--- config.mk ---
export PLATFORM = sky130hd
export DESIGN_NAME = powerup_reset_selftest
export DESIGN_NICKNAME = d
export VERILOG_FILES = /design/src/powerup_pkg.sv /design/src/powerup_reset_selftest.sv
export SDC_FILE = /design/constraint.sdc
export NUM_CORES = 1
export LEC_CHECK = 0
export BUFFER_PORTS_ARGS = -buffer_cell sky130_fd_sc_hd__buf_2
export CAP_MARGIN = 40
export CORE_MARGIN = 8
export CORE_UTILIZATION = 52
export DETAILED_ROUTE_END_ITERATION = 10
export GPL_ROUTABILITY_DRIVEN = 1
export MAX_ROUTING_LAYER = met4
export PLACE_DENSITY_LB_ADDON = 0.1
export SLEW_MARGIN = 20
export SYNTH_ARGS = -nofsm -noshare
export SYNTH_HDL_FRONTEND = slang
export SYNTH_SLANG_ARGS = --single-unit
--- constraint.sdc ---
create_clock -name clk_sys -period 5.5 [get_ports clk_sys]
set_clock_uncertainty 0.05 [all_clocks]
set_input_delay 0.275 -clock clk_sys [delete_from_list [all_inputs] [get_ports clk_sys]]
set_output_delay 0.275 -clock clk_sys [all_outputs]
set_load 0.01 [all_outputs]
--- src/powerup_pkg.sv ---
// Package with constants, states and carrier structs for the power-up sequencer.
`default_nettype none
package powerup_pkg;
  localparam int CLK_HZ = 200_000_000;
  localparam int INIT_MS = 100;
  localparam int INIT_CYCLES = (CLK_HZ / 1000) * INIT_MS;
  localparam int ROM_AW = 14;
  localparam int MEM_AW = 16;
  localparam int BOOT_LOW_BASE = 24'h000000;
  localparam int BOOT_HIGH_BASE = 24'h180000;
  localparam logic [31:0] PAT_ZERO = 32'h00000000;
  localparam logic [31:0] PAT_ONES = 32'hffffffff;
  localparam logic [31:0] PAT_FIVE = 32'h55555555;
  localparam logic [31:0] PAT_AAAA = 32'haaaaaaaa;
  localparam logic [4:0] LED_ALL = 5'h1f;
  localparam logic [4:0] LED_OFF = 5'h00;
  localparam logic [4:0] LED_GREEN = 5'h01;
  localparam logic [4:0] LED_ROM_ERR = 5'h02;
  localparam logic [4:0] LED_MEM_ERR = 5'h04;
  localparam logic [2:0] ERR_NONE = 3'h0;
  localparam logic [2:0] ERR_ROM = 3'h1;
  localparam logic [2:0] ERR_MEM = 3'h2;

  // Sequencer states, one-hot.
  typedef enum logic [10:0] {
    ST_INIT = 11'h001,
    ST_BLINK = 11'h002,
    ST_ROM = 11'h004,
    ST_ROM_CMP = 11'h008,
    ST_CLR = 11'h010,
    ST_P2 = 11'h020,
    ST_P3 = 11'h040,
    ST_DONE = 11'h080,
    ST_IDLE = 11'h100,
    ST_FAIL = 11'h200,
    ST_ROM_WAIT = 11'h400
  } seq_e;

  // Program memory request toward the memory.
  typedef struct packed {
    logic req;
    logic wr;
    logic [15:0] addr;
    logic [31:0] wdata;
  } mem_req_s;

  // Error report to the host processor.
  typedef struct packed {
    logic valid;
    logic [2:0] code;
    logic [15:0] addr;
  } err_rep_s;
endpackage
`default_nettype wire

--- src/powerup_reset_selftest.sv ---
// Power-on initialisation pulse, LED control, boot remap and ROM and memory self-test.
`default_nettype none
// Overview of operation
// RQ1: Hold initialisation low 100 ms at power-up.
// RQ2: Keep initialisation asserted while supply not good.
// RQ3: All five LEDs lit during initialisation.
// RQ4: After release blink LEDs, remap boot ROM high.
// RQ5: Truncated 8-bit ROM sum matches last byte.
// RQ6: Pass one clears every longword.
// RQ7: Pass two checks zeroes, writes, checks ones.
// RQ8: Pass three ones, 55, AA, zero checks.
// RQ9: Fixed order; only first error reported.
// RQ10: Errors shown on LEDs and reported.
// RQ11: All pass lights green, idle until mouse.
// RQ12: Supply good synchronised; counter times interval.
module powerup_reset_selftest #(
  parameter int INIT_COUNT = powerup_pkg::INIT_CYCLES,
  parameter int ROM_AW = powerup_pkg::ROM_AW,
  parameter int MEM_AW = powerup_pkg::MEM_AW,
  parameter int BLINK_CYCLES = 16
) (
  input wire logic clk_sys,
  input wire logic reset,
  input wire logic supplyGood,
  input wire logic mouseButton,
  output logic [ROM_AW-1:0] romAddr,
  input wire logic [7:0] romData,
  output powerup_pkg::mem_req_s memReq,
  input wire logic [31:0] memRdata,
  input wire logic memAck,
  output logic boardInit_n,
  output logic [4:0] leds,
  output logic bootRomHigh,
  output powerup_pkg::err_rep_s errReport,
  output logic idleState
);
  localparam logic [ROM_AW-1:0] ROM_LAST = {ROM_AW{1'b1}};
  localparam logic [MEM_AW-1:0] MEM_LAST = {MEM_AW{1'b1}};

  logic syncA_r;
  logic syncB_r;
  logic [31:0] initCnt_r;
  logic [31:0] blinkCnt_r;
  powerup_pkg::seq_e state_r;
  logic [ROM_AW-1:0] romPtr_r;
  logic [7:0] romSum_r;
  logic [MEM_AW-1:0] memPtr_r;
  logic [2:0] step_r;
  logic errFlag_r;
  logic memBusy_r;

  // Expected read value and write value for each step of passes two and three.
  function automatic logic [31:0] stepData(input logic p3, input logic [2:0] s);
    if (!p3) begin
      stepData = (s == 3'h1) ? powerup_pkg::PAT_ONES : (s == 3'h2 ? powerup_pkg::PAT_ONES : powerup_pkg::PAT_ZERO);
    end else begin
      unique case (s)
        3'h0: stepData = powerup_pkg::PAT_ONES;
        3'h1, 3'h2: stepData = powerup_pkg::PAT_FIVE;
        3'h3, 3'h4: stepData = powerup_pkg::PAT_AAAA;
        default: stepData = powerup_pkg::PAT_ZERO;
      endcase
    end
  endfunction

  // Two-flop synchroniser; supply good is asynchronous to the board clock.
  always_ff @(posedge clk_sys or posedge reset) begin
    if (reset) begin
      syncA_r <= 1'b0;
      syncB_r <= 1'b0;
    end else begin
      syncA_r <= supplyGood; // [RQ12]
      syncB_r <= syncA_r; // [RQ12]
    end
  end

  // Interval counter restarts whenever the supply drops out, so a brown-out gets a full pulse.
  always_ff @(posedge clk_sys or posedge reset) begin
    if (reset) begin
      initCnt_r <= '0;
    end else if (!syncB_r) begin
      initCnt_r <= '0; // [RQ2]
    end else if (initCnt_r < 32'(INIT_COUNT)) begin
      initCnt_r <= initCnt_r + 32'h1; // [RQ1] [RQ12]
    end
  end

  // Initialisation output; held while counting or while the supply is bad.
  always_ff @(posedge clk_sys or posedge reset) begin
    if (reset) begin
      boardInit_n <= 1'b0;
    end else begin
      boardInit_n <= syncB_r && (initCnt_r >= 32'(INIT_COUNT)); // [RQ1] [RQ2]
    end
  end

  // Main sequencer. Returns to init whenever initialisation is reasserted.
  always_ff @(posedge clk_sys or posedge reset) begin
    if (reset) begin
      state_r <= powerup_pkg::ST_INIT;
      blinkCnt_r <= '0;
      romPtr_r <= '0;
      romSum_r <= 8'h00;
      memPtr_r <= '0;
      step_r <= 3'h0;
      errFlag_r <= 1'b0;
      memBusy_r <= 1'b0;
      bootRomHigh <= 1'b0;
      leds <= powerup_pkg::LED_ALL;
      errReport <= '0;
      memReq <= '0;
      romAddr <= '0;
      idleState <= 1'b0;
    end else if (!boardInit_n) begin
      state_r <= powerup_pkg::ST_INIT;
      leds <= powerup_pkg::LED_ALL; // [RQ3]
      bootRomHigh <= 1'b0;
      blinkCnt_r <= '0;
      errFlag_r <= 1'b0;
      memReq <= '0;
      memBusy_r <= 1'b0;
      errReport <= '0;
      idleState <= 1'b0;
    end else begin
      errReport.valid <= 1'b0;
      unique case (state_r)
        powerup_pkg::ST_INIT: begin
          state_r <= powerup_pkg::ST_BLINK;
          leds <= powerup_pkg::LED_OFF; // [RQ4]
          blinkCnt_r <= '0;
        end
        powerup_pkg::ST_BLINK: begin
          blinkCnt_r <= blinkCnt_r + 32'h1;
          if (blinkCnt_r == 32'(BLINK_CYCLES)) begin
            leds <= powerup_pkg::LED_ALL; // [RQ4]
            bootRomHigh <= 1'b1; // [RQ4] The blink access remaps the boot ROM.
            state_r <= powerup_pkg::ST_ROM;
            romPtr_r <= '0;
            romAddr <= '0;
            romSum_r <= 8'h00;
          end
        end
        powerup_pkg::ST_ROM: begin
          // ROM data is taken one cycle after the address is presented.
          romAddr <= romPtr_r;
          state_r <= powerup_pkg::ST_ROM_WAIT;
        end
        powerup_pkg::ST_ROM_WAIT: begin
          if (romPtr_r == ROM_LAST) begin
            state_r <= powerup_pkg::ST_ROM_CMP;
          end else begin
            romSum_r <= romSum_r + romData; // [RQ5] Sum wraps, giving the 8-bit truncation.
            romPtr_r <= romPtr_r + 1'b1;
            state_r <= powerup_pkg::ST_ROM;
          end
        end
        powerup_pkg::ST_ROM_CMP: begin
          memPtr_r <= '0;
          state_r <= powerup_pkg::ST_CLR;
          if (romSum_r != romData) begin
            errFlag_r <= 1'b1; // [RQ5] [RQ9]
            leds <= powerup_pkg::LED_ROM_ERR; // [RQ10]
            errReport <= '{valid: 1'b1, code: powerup_pkg::ERR_ROM, addr: 16'h0000}; // [RQ10]
          end
        end
        powerup_pkg::ST_CLR, powerup_pkg::ST_P2, powerup_pkg::ST_P3: begin
          if (errFlag_r) begin
            state_r <= powerup_pkg::ST_FAIL; // [RQ9] Skip diagnostics after a prior error.
          end else if (!memBusy_r) begin
            memBusy_r <= 1'b1;
            memReq.req <= 1'b1;
            memReq.addr <= 16'(memPtr_r);
            if (state_r == powerup_pkg::ST_CLR) begin
              memReq.wr <= 1'b1; // [RQ6]
              memReq.wdata <= powerup_pkg::PAT_ZERO; // [RQ6]
            end else begin
              // Even steps read, odd steps write, in both later passes.
              memReq.wr <= step_r[0]; // [RQ7] [RQ8]
              memReq.wdata <= stepData(state_r == powerup_pkg::ST_P3, step_r); // [RQ7] [RQ8]
            end
          end else if (memAck) begin
            memReq.req <= 1'b0;
            memBusy_r <= 1'b0;
            if (state_r != powerup_pkg::ST_CLR && !memReq.wr &&
                memRdata != stepData(state_r == powerup_pkg::ST_P3, step_r)) begin
              errFlag_r <= 1'b1; // [RQ9]
              leds <= powerup_pkg::LED_MEM_ERR; // [RQ10]
              errReport <= '{valid: 1'b1, code: powerup_pkg::ERR_MEM, addr: 16'(memPtr_r)}; // [RQ10]
            end else if (state_r == powerup_pkg::ST_CLR || step_r == (state_r == powerup_pkg::ST_P3 ? 3'h6 : 3'h2)) begin
              step_r <= 3'h0;
              memPtr_r <= memPtr_r + 1'b1;
              if (memPtr_r == MEM_LAST) begin
                unique case (state_r)
                  powerup_pkg::ST_CLR: state_r <= powerup_pkg::ST_P2; // [RQ7]
                  powerup_pkg::ST_P2: state_r <= powerup_pkg::ST_P3; // [RQ8]
                  default: state_r <= powerup_pkg::ST_DONE;
                endcase
              end
            end else begin
              step_r <= step_r + 3'h1;
            end
          end
        end
        powerup_pkg::ST_DONE: begin
          leds <= powerup_pkg::LED_GREEN; // [RQ11]
          state_r <= powerup_pkg::ST_IDLE;
        end
        powerup_pkg::ST_IDLE: begin
          idleState <= !mouseButton; // [RQ11]
        end
        powerup_pkg::ST_FAIL: begin
          idleState <= 1'b0;
        end
        default: state_r <= powerup_pkg::ST_FAIL;
      endcase
    end
  end
endmodule
`default_nettype wire

Yosys cells after proc, flatten, opt, wreduce, memory -nomap -nowiden
Index checks and enable logic that the tools add are counted.

Bits in registers: 212. Logic and storage cells: 190.

Add/subtract/negate cells: 6. Order comparisons: 2. Eq/ne operators: 52. Muxes and demuxes: 79. Bitwise logic cells: 2. Reduce and logical (&&, ||, !) cells: 26.

Operator list (number): 32-bit 2-to-1 mux (12); 50-bit 2-to-1 mux (3); 20-bit 2-to-1 mux (6); 32-bit case mux with 3 select lines (1); 11-bit 2-to-1 mux (8); 11-bit case mux with 8 select lines (1); 16-bit 2-to-1 mux (5); 32-bit by 1-bit adder with 32-bit output (second input constant) (2); 32-bit case mux with 2 select lines (1); 14-bit case mux with 2 select lines (2); 49-bit 2-to-1 mux (1); 20-bit case mux with 2 select lines (1); 5-bit 2-to-1 mux (7); 32-bit by 5-bit equality test with 1-bit output (second input constant) (1); 32-bit by 25-bit greater-or-equal comparator with 1-bit output (second input constant) (1); 32-bit by 25-bit less-than comparator with 1-bit output (second input constant) (1); 32-bit != test (1); 16-bit case mux with 2 select lines (1); 8-bit case mux with 2 select lines (2); 14-bit 2-to-1 mux (2); 5-bit case mux with 5 select lines (1); 3-bit != test (second input constant) (7); 7-bit AND reduction (3); 2-bit != test (second input constant) (10); other kinds (44) (87).

Longest topological paths before layout
Gate-level depths: netlist of the first run.

Depth in word-level cells: 17. Gate-level depth with buffers: 10. Gate-level depth less buffers: 10.

Worst setup path before layout of the first run
OpenSTA, ideal clock, no wires.

Path kind: flip-flop to flip-flop. Start: register state_r[10]. End: register state_r[5]. Arrival: 2.671 ns. Setup slack: 2.654 ns. Cell stages (with the launch flop): 9. Buffers on the path: 1. Cells stage by stage: dfrtp_1 > or4_1 > clkbuf_1 > nor4_1 > o21ai_1 > and3b_1 > nor2_1 > a32o_1 > mux2_2.

Cells in the longest elaborated chain, start to end: 11. Elaborated cells between the ends (all ways): 43.

RTL lines: start: declaration (RTL line powerup_reset_selftest.sv:44) `powerup_pkg::seq_e state_r;`; start signal: assignment (RTL line powerup_reset_selftest.sv:100) `state_r <= powerup_pkg::ST_INIT;`; start signal: assignment (RTL line powerup_reset_selftest.sv:115) `state_r <= powerup_pkg::ST_INIT;`; start signal: assignment (RTL line powerup_reset_selftest.sv:128) `state_r <= powerup_pkg::ST_BLINK;`; 11-bit by 7-bit equality test with 1-bit output (RTL line powerup_reset_selftest.sv:126, powerup_reset_selftest.sv:185, powerup_reset_selftest.sv:189); 32-bit 2-to-1 mux (RTL line powerup_reset_selftest.sv:54) `if (!p3) begin`; 32-bit 2-to-1 mux (RTL line powerup_reset_selftest.sv:181) `end else if (memAck) begin`; 32-bit 2-to-1 mux (RTL line powerup_reset_selftest.sv:169) `end else if (!memBusy_r) begin`; 32-bit 2-to-1 mux (RTL line powerup_reset_selftest.sv:167) `if (errFlag_r) begin`; 32-bit 2-to-1 mux (RTL line powerup_reset_selftest.sv:126) `unique case (state_r)`; 32-bit 2-to-1 mux (RTL line powerup_reset_selftest.sv:114) `end else if (!boardInit_n) begin`; 32-bit != test (RTL line powerup_reset_selftest.sv:185) `memRdata != stepData(state_r == powerup_pkg::ST_P3, step_r)) begin`; 1-bit logical AND (RTL line powerup_reset_selftest.sv:184) `if (state_r != powerup_pkg::ST_CLR && !memReq.wr &&`; 4-bit != test (no line); 7-bit AND reduction (no line).

Several ways; a longest one is shown, not always the timed one. The select of a mux whose other input is x is not followed. A chain may end at the register's enable or synchronous reset.

Worst setup path after layout of the first run
Start: register state_r[1]. End: register state_r[6].

Same word-level chain as after synthesis.

==> flow_summary.ini, run 1 <==
[cts]
cts_buffers = 17
root_buffer = clkbuf_16
post_cts_buffers = 0
hold_buffers = 2
htree_levels = 4
path_clk_slew_ps = 70
clock_latency_ps = 430
cts_num_sinks = 180
cts_tree = yes
clockBufferDepth = 2
cts_resized = 0

[logic_synthesis]
synthTopCellsByArea = dfrtp_1 (46%), o21ai_0 (4.1%), nand2_1 (3.3%)
async_reset_ff_share_pct = 100.0
yosys.cell_count.top_type = dfrtp_1
synth-edff-count = 0
synth_fp_nets = 1040
ys_ff_latch = 180
netlist_instances = 977
yosys_warnings = 0
synthFlopType = dfrtp_1
ys_seq_area_share_pct = 47.55
ys_types = 77
syn_area_mm2 = 0.009485
synth_top_area_share_pct = 46.17
yosys.area.top_type = dfrtp_1
avgSynthCellArea_um2 = 9.709
netlist_top_cells_count = dfrtp_1 (175), nand2_1 (84), o21ai_0 (78)

[floorplan]
start_util_pct = 52.80
fp.dieArea_mm2 = 0.02282
pin_count = 137
die_x_um = 151.1
core_area_mm2 = 0.01796
dieHeight_um = 151.1
rows = 49

[drt]
routed_wl_um = 22420
num_vias = 7539
wl_per_cell_um = 17.02
viasPerCell = 5.724
drt_first_iter_violations = 456
antenna_left = 0
first_pass_iters = 5
drc_errors = 0

[timing]
tns_ps = 0
setup_violations = 0
finalHoldViolCount = 0
tightestPinTransition_ps = 887.0
fin_crit_ps = 3476
max_freq_mhz = 287.7
slew_viol_final = 0
period_share_pct = 63.20
slew_headroom_pct = 40.32
rsz0062_at_grt = no

[global_route]
antenna_found_initial = 0
grt_usage_pct = 20.62
grt_overflow = 0
first_global_vias = 7190
grt_max_degree = 79
grt_pass1_wl_um = 36740

[finish]
antenna_cells = 0
post_route_cells_drive_above_1_share_pct = 19.76
syn2layout_area_growth_pct = 14.19
fillerInstances = 1556
instances_no_fill = 1317
fin_nets = 1138

[power_and_ir_drop]
peakVddDrop_uv = 242.5
leakage_uw = 0.005047
powerDensity_mw_per_mm2 = 247.0

[status]
status = completed

[critical_path]
end_kind = register
rr_worst_depth = 7
critPathKind = register to register
rr_startpoint = state_r[1]
required_ps = 5760
crit_fanout = 10
rrSetupSlack_ps = 2020
crit_end = state_r[6]
cp-startpoint = state_r[1]
cp.arrival_ps = 3740
startpoint_type = register
r2r-end = state_r[6]

[placement]
gp_congestion = 0.8650
dp.cells = 1280
io_buffers = 135
place_hpwl_um = 15880

[run]
max_cap_viol_count = 0

[hold_path]
hp-class = input pin to register
routing by layer:
metal	part of all wire (%)	track usage [%]	routed length, um	vias to the layer above
met1	45	26.66	10150	3628
met2	48	32.17	10700	150
met3	5.3	4.004	1185	30
met5	0	-	0	-
met4	1.7	6.828	389	0
li1	-	-	-	3731
cells in the final DEF, fill, tap and decap left out, types with 7 or more instances in the layout:
cell type / Yosys / final
nor2_1: 63 / 63
nand4_1: 40 / 40
nor3_1: 16 / 16
a32o_1: 18 / 18
and2_1: 39 / 39
xnor2_1: 28 / 28
xor2_1: 21 / 21
and3_1: 12 / 12
or3_1: 15 / 15
nand3_1: 47 / 47
o21ai_0: 78 / 78
dfrtp_1: 175 / 175
nor4_1: 26 / 26
o31ai_1: 10 / 10
a21oi_1: 29 / 29
a22o_1: 31 / 31
nor2b_1: 12 / 12
nand2b_1: 7 / 7
a31oi_1: 9 / 9
clkbuf_16: 0 / 17
buf_2: 2 / 136
nand2_1: 84 / 84
ha_1: 17 / 17
buf_4: 32 / 9
inv_1: 25 / 24
flip-flops by register name, summed over array words and instances, names as in the netlist:
| register | cells |
|---|---|
| errReport | 19 |
| memReq | 20 |
| memBusy_r | 1 |
| romSum_r | 8 |
| state_r | 11 |
| syncB_r | 1 |
| boardInit_n | 1 |
| idleState | 1 |
| errFlag_r | 1 |
| syncA_r | 1 |
| blinkCnt_r | 32 |
| bootRomHigh | 1 |
| romPtr_r | 14 |
| step_r | 3 |
| romAddr | 14 |
| memPtr_r | 16 |
| leds | 4 |
| initCnt_r | 32 |
cell type report:
type                       instances  area, um^2  share of cell area (%)
clock buffer                      21       470.5                   4.343
clock inverter                    11       147.6                   1.363
inverter                          25       98.84                  0.9126
multi-input combinational        701        4489                   41.45
sequential                       180        4511                   41.64
tap                              229       286.5                   2.645
timing repair buffer             150       828.3                   7.647
cells by family after synthesis:
| group | synth area share, % |
|---|---|
| xor gates and xnor gates | 4.525 |
| muxes | 1.148 |
| other | 0.03953 |
| AOI/OAI and AO/OA | 15.72 |
| adders and majority gates | 2.453 |
| and+or+nand+nor | 23.37 |
| buffers and inverters | 5.184 |
| DFF | 47.55 |
worst min-delay path by stage:
stage	slack (ps)	depth (start not counted)	from	end
after CTS	130	4	romData[0]	romSum_r[0]
final	140	4	romData[0]	romSum_r[0]
after global routing	150	4	romData[0]	romSum_r[0]
after floorplan	260	0	supplyGood	syncA_r
after global placement	290	0	syncA_r	syncB_r
after detailed placement	290	0	syncA_r	syncB_r
power by group:
part | total [uW] | switching (uW) | leakage (uW) | internal (uW)
registers | 1330 | 4.61 | 0.00244 | 1330
logic | 75.2 | 46.7 | 0.00230 | 28.5
clock network | 1270 | 516 | 0.000304 | 754
worst max-delay path, cell delays in order, from the launching register on:
cell	delay, ps
dfrtp_1	450
nor4_2	610
nand4b_1	440
nand2b_1	480
and3b_1	310
nor2_1	280
a32o_1	360
mux2_2	370
through the flow:
| stage | power [uW] | hold WS, ps | util (%) | setup WS [ps] | instance area [um^2] |
|---|---|---|---|---|---|
| 6_report | 2676 | 144.9 | 60.30 | 2024 | 10830 |
| 5_1_grt | 2773 | 151.5 | 60.30 | 1751 | 10830 |
| 4_1_cts | 2705 | 126.8 | 60.09 | 2065 | 10790 |
| 3_5_place_dp | 1430 | 285.6 | 56.54 | 2076 | 10160 |
| 3_3_place_gp | 1428 | 286.0 | 56.38 | 2262 | 10130 |
| 2_1_floorplan | 1398 | 256.4 | - | 296.3 | 9485 |
Power figures use the tool's default switching activity.
==> inputs of run 2 (changes only) <==
==> constraint.sdc (replaced) <==
create_clock -name clk_sys -period 2.9 [get_ports clk_sys]
set_clock_uncertainty 0.05 [all_clocks]
set_input_delay 0.145 -clock clk_sys [delete_from_list [all_inputs] [get_ports clk_sys]]
set_output_delay 0.145 -clock clk_sys [all_outputs]
set_load 0.01 [all_outputs]
==> flow_summary.ini, run 2 (synthesized netlist as in run 1, its figures left out) <==
[drt]
num_vias = 7776
routed_wl_um = 22810
wl_per_cell_um = 16.69
first_pass_iters = 5
drt_first_iter_violations = 481
drc_errors = 0
viasPerCell = 5.693
antenna_left = 0

[power_and_ir_drop]
p_switching_uw = 1114
p_comb_share_pct = 3.1
p_int_uw = 3911
pwr-share-seq_pct = 50.2
leakage_uw = 0.005285
p_clk_share_pct = 46.7
powerDensity_mw_per_mm2 = 445.4
peakVddDrop_uv = 421.9
switching_share_pct = 22.17

[critical_path]
critPathKind = register to register
crit_path_top_delay_cell = or4_4
cp.arrival_ps = 3140
startpoint_type = register
cp_cell_sequence = or4_4 > o31a_1 > or3_4 > a22oi_4 > nor4b_4 > o21ai_2 > mux2_2
path_delay_family = simple AND/OR/NAND/NOR gates
required_ps = 3200
end_kind = register
path_buf_inv = 0
rrSetupSlack_ps = 60
slowest_delay_ps = 600
crit_fanout = 7

[global_route]
grt_max_degree = 47
grt_pass1_wl_um = 37870
antenna_found_initial = 0
grt_usage_pct = 21.12
first_global_vias = 7612
grt_overflow = 0

[floorplan]
rows = 49
dieHeight_um = 151.1
pin_count = 137
start_util_pct = 52.80
die_x_um = 151.1
fp.dieArea_mm2 = 0.02282
core_area_mm2 = 0.01796

[placement]
gp_congestion = 0.8611
io_buffers = 135
dpl_worst_slack_ps = -80.84
place_hpwl_um = 16530
place_area_mm2 = 0.01057
dp.cells = 1329

[finish]
layout_common_cells = dfrtp_1 (175), buf_2 (135), nand2_1 (84)
reg_top3 = blinkCnt_r (32), initCnt_r (32), memReq (20)
antenna_cells = 0
fillerInstances = 1546
syn2layout_area_growth_pct = 18.97
fin_area_mm2 = 0.01128
fin_nets = 1187
instances_no_fill = 1366
finish.utilization_pct = 62.82
post_route_cells_drive_above_1_share_pct = 23.57
mostFrequentLayoutCell = dfrtp_1

[timing]
period_share_pct = 97.85
slew_viol_final = 0
setup_violations = 0
fin_crit_ps = 2838
finalHoldViolCount = 0
max_freq_mhz = 352.4
rsz0062_at_grt = yes
tns_ps = 0
slew_headroom_pct = 46.40
tightestPinTransition_ps = 804.0
worst_slack_ps = 62.41

[cts]
cts_num_sinks = 180
path_clk_slew_ps = 70
root_buffer = clkbuf_16
htree_levels = 4
cts_tree = yes
clock_latency_ps = 430
clockBufferDepth = 2
cts_buffers = 17

[status]
status = completed

[run]
max_cap_viol_count = 0

[hold_path]
hp-class = input pin to register
-- run 2: cell types whose count changed in the layout (fill, tap and decap cells not counted), sizes merged --
cell / delta
clkbuf: -2
bufinv: -1
clkinv: -1
buf: +50
clkinvlp: +3
-- run 2: what timing repair did --
item	CTS	global route
endpoints found under the setup margin	31	38
cloned	0	0
gates resized for setup	5	4
setup buffers	1	2
pin swaps	1	4
hold buffers	2	0
endpoints found under the hold margin	59	0
-- run 2: power by group through the flow --
| stage | registers [uW] | clock network [uW] | logic, uW |
|---|---|---|---|
| CTS | 2520 | 2390 | 159 |
| global route | 2520 | 2520 | 178 |
| global placement | 2570 | 0 | 149 |
| detailed placement | 2570 | 0 | 156 |
| floorplan | 2570 | 0 | 84.4 |
| finish | 2520 | 2350 | 154 |
-- run 2: worst min-delay path, stage by stage --
cell and delay [ps]:
buf_2 90, ha_1 140, nand2_1 50, nand2_1 50
-- run 2: stage by stage --
| step | total power [uW] | hold WS [ps] |
|---|---|---|
| global route | 5218 | 37.89 |
| global placement | 2720 | 204.4 |
| CTS | 5076 | 12.70 |
| finish | 5026 | 22.22 |
| floorplan | 2651 | 126.4 |
| detailed placement | 2727 | 124.4 |
-- run 2: cell type report --
| cell class | count | area (um^2) | area share (%) |
|---|---|---|---|
| inverter | 25 | 97.59 | 0.8648 |
| clock inverter | 12 | 145.1 | 1.286 |
| tap | 229 | 286.5 | 2.539 |
| multi-input combinational | 701 | 4544 | 40.27 |
| timing repair buffer | 199 | 1244 | 11.02 |
| clock buffer | 20 | 456.7 | 4.047 |
| sequential | 180 | 4511 | 39.97 |
-- run 2: worst paths after layout --
path / start / endpoint / cells after the start
max: state_r[7] / leds[0] / 7
min: romData[0] / romSum_r[0] / 4
max reg2reg: state_r[7] / leds[0] / 7
min reg2reg: syncA_r / syncB_r / 0
max in group asynchronous: reset / romPtr_r[3] / 5
min in group asynchronous: reset / memReq[30] / 3
-- run 2: layer usage --
metal	up-vias	track usage, %	part of all wire (%)
met2	163	35.16	50
met4	0	5.591	1.0
met5	-	-	0
met1	3766	26.35	44
li1	3827	-	-
met3	20	3.436	4.7
==> inputs of run 3 (changes only) <==
--- a/config.mk
+++ b/config.mk
@@ -11,9 +11,7 @@
 export CORE_UTILIZATION = 52
 export DETAILED_ROUTE_END_ITERATION = 10
 export GPL_ROUTABILITY_DRIVEN = 1
-export MAX_ROUTING_LAYER = met4
 export PLACE_DENSITY_LB_ADDON = 0.1
-export SLEW_MARGIN = 20
 export SYNTH_ARGS = -nofsm -noshare
 export SYNTH_HDL_FRONTEND = slang
 export SYNTH_SLANG_ARGS = --single-unit
==> flow_summary.ini, run 3 (synthesized netlist as in run 1, its figures left out) <==
[drt]
antenna_left = 0
viasPerCell = 5.676
routed_wl_um = 22760
drt_first_iter_violations = 457
num_vias = 7759
first_pass_iters = 4
wl_per_cell_um = 16.65
drc_errors = 0

[global_route]
grt_overflow = 0
first_global_vias = 7623
grt_pass1_wl_um = 37910
antenna_found_initial = 0
grt_max_degree = 47
grt_usage_pct = 20.55

[cts]
cts_tree = yes
cts_num_sinks = 180
clock_latency_ps = 430
path_clk_slew_ps = 70
root_buffer = clkbuf_16
clockBufferDepth = 2
htree_levels = 4
cts_buffers = 17

[floorplan]
fp.dieArea_mm2 = 0.02282
die_x_um = 151.1
dieHeight_um = 151.1
core_area_mm2 = 0.01796
rows = 49
pin_count = 137
start_util_pct = 52.80

[timing]
period_share_pct = 97.20
setup_violations = 0
rsz0062_at_grt = yes
tightestPinTransition_ps = 798.9
max_freq_mhz = 354.8
tns_ps = 0
slew_viol_final = 0
fin_crit_ps = 2819
finalHoldViolCount = 0
slew_headroom_pct = 46.74

[hold_path]
hp-class = input pin to register

[critical_path]
startpoint_type = register
critPathKind = register to register
cp.arrival_ps = 3060
required_ps = 3140
end_kind = register
crit_fanout = 7

[power_and_ir_drop]
finalPower_uw = 5021
switching_share_pct = 22.10
powerDensity_mw_per_mm2 = 445.0
p_clk_share_pct = 46.7
p_comb_share_pct = 3.1
p_int_uw = 3911
peakVddDrop_uv = 425.6
p_switching_uw = 1110
pwr-share-seq_pct = 50.3
leakage_uw = 0.005290

[finish]
reg_top3 = blinkCnt_r (32), initCnt_r (32), memReq (20)
instances_no_fill = 1367
mostFrequentLayoutCell = dfrtp_1
multi_input_area_mm2 = 0.004536
fillerInstances = 1546
syn2layout_area_growth_pct = 18.96
layout_common_cells = dfrtp_1 (175), buf_2 (135), nand2_1 (84)
seq_area_mm2 = 0.004511
antenna_cells = 0
fin_nets = 1188
post_route_cells_drive_above_1_share_pct = 23.64

[status]
status = completed

[placement]
dp.cells = 1329
io_buffers = 135
gp_congestion = 0.8482
place_hpwl_um = 16530

[run]
max_cap_viol_count = 0
## run 3: metrics by stage
step           setup slack (ps)  cell area [um^2]  hold slack [ps]  util (%)
2_1_floorplan             54.14              9489            126.4         -
3_5_place_dp             -80.84             10570            124.4     58.82
3_3_place_gp             -9.759             10540            204.4     58.67
6_report                  81.33             11280            22.80     62.81
5_1_grt                  -92.71             11280            33.26     62.81
4_1_cts                   33.97             11240            12.70     62.55
## run 3: power by group through the flow
stage	registers (uW)	logic [uW]	clock network, uW
after floorplan	2570	84.4	0
after detailed placement	2570	156	0
final	2520	154	2340
after global placement	2570	149	0
after CTS	2520	159	2390
after global routing	2520	178	2520
## run 3: final cells by class
| type | count | share of cell area [%] |
|---|---|---|
| Multi-Input combinational cell | 701 | 40.20 |
| Sequential cell | 180 | 39.98 |
| Timing Repair Buffer | 200 | 11.09 |
| Clock buffer | 20 | 4.047 |
| Tap cell | 229 | 2.539 |
| Clock inverter | 12 | 1.286 |
| Inverter | 25 | 0.8649 |
## run 3: routing by layer
layer,wire length [um],vias up,GRT usage [%],part of all wire (%)
li1,-,3834,-,-
met1,10120,3738,26.30,44
met2,11270,170,35.11,50
met3,1167,17,4.063,5.1
met4,203,0,4.998,0.89
met5,0,-,0,0
## run 3: worst max-delay path, cell delays in order (launching register included)
cell     delay [ps]
dfrtp_1         380
or4_4           590
o31a_1          340
or2_1           280
mux2i_4         230
or3_1           460
o21ai_0         230
o31ai_1         110
## run 3: final timing paths
check / start / endpoint / slack, ps / depth (start not counted)
setup / recovery: state_r[7] / step_r[2] / 80 / 7
hold / removal: romData[0] / romSum_r[0] / 20 / 4
setup reg to reg: state_r[7] / step_r[2] / 80 / 7
hold reg to reg: syncA_r / syncB_r / 300 / 0
max in group asynchronous: reset / romPtr_r[3] / 1830 / 5
min in group asynchronous: reset / blinkCnt_r[12] / 230 / 3
## run 3: timing repair
item                                    in CTS  in global routing
hold endpoints to repair                    59                  0
resized for setup                            5                  3
endpoints found under the setup margin      31                 38
hold buffers                                 2                  0
buffers inserted                             1                  3
pin swaps                                    1                  4
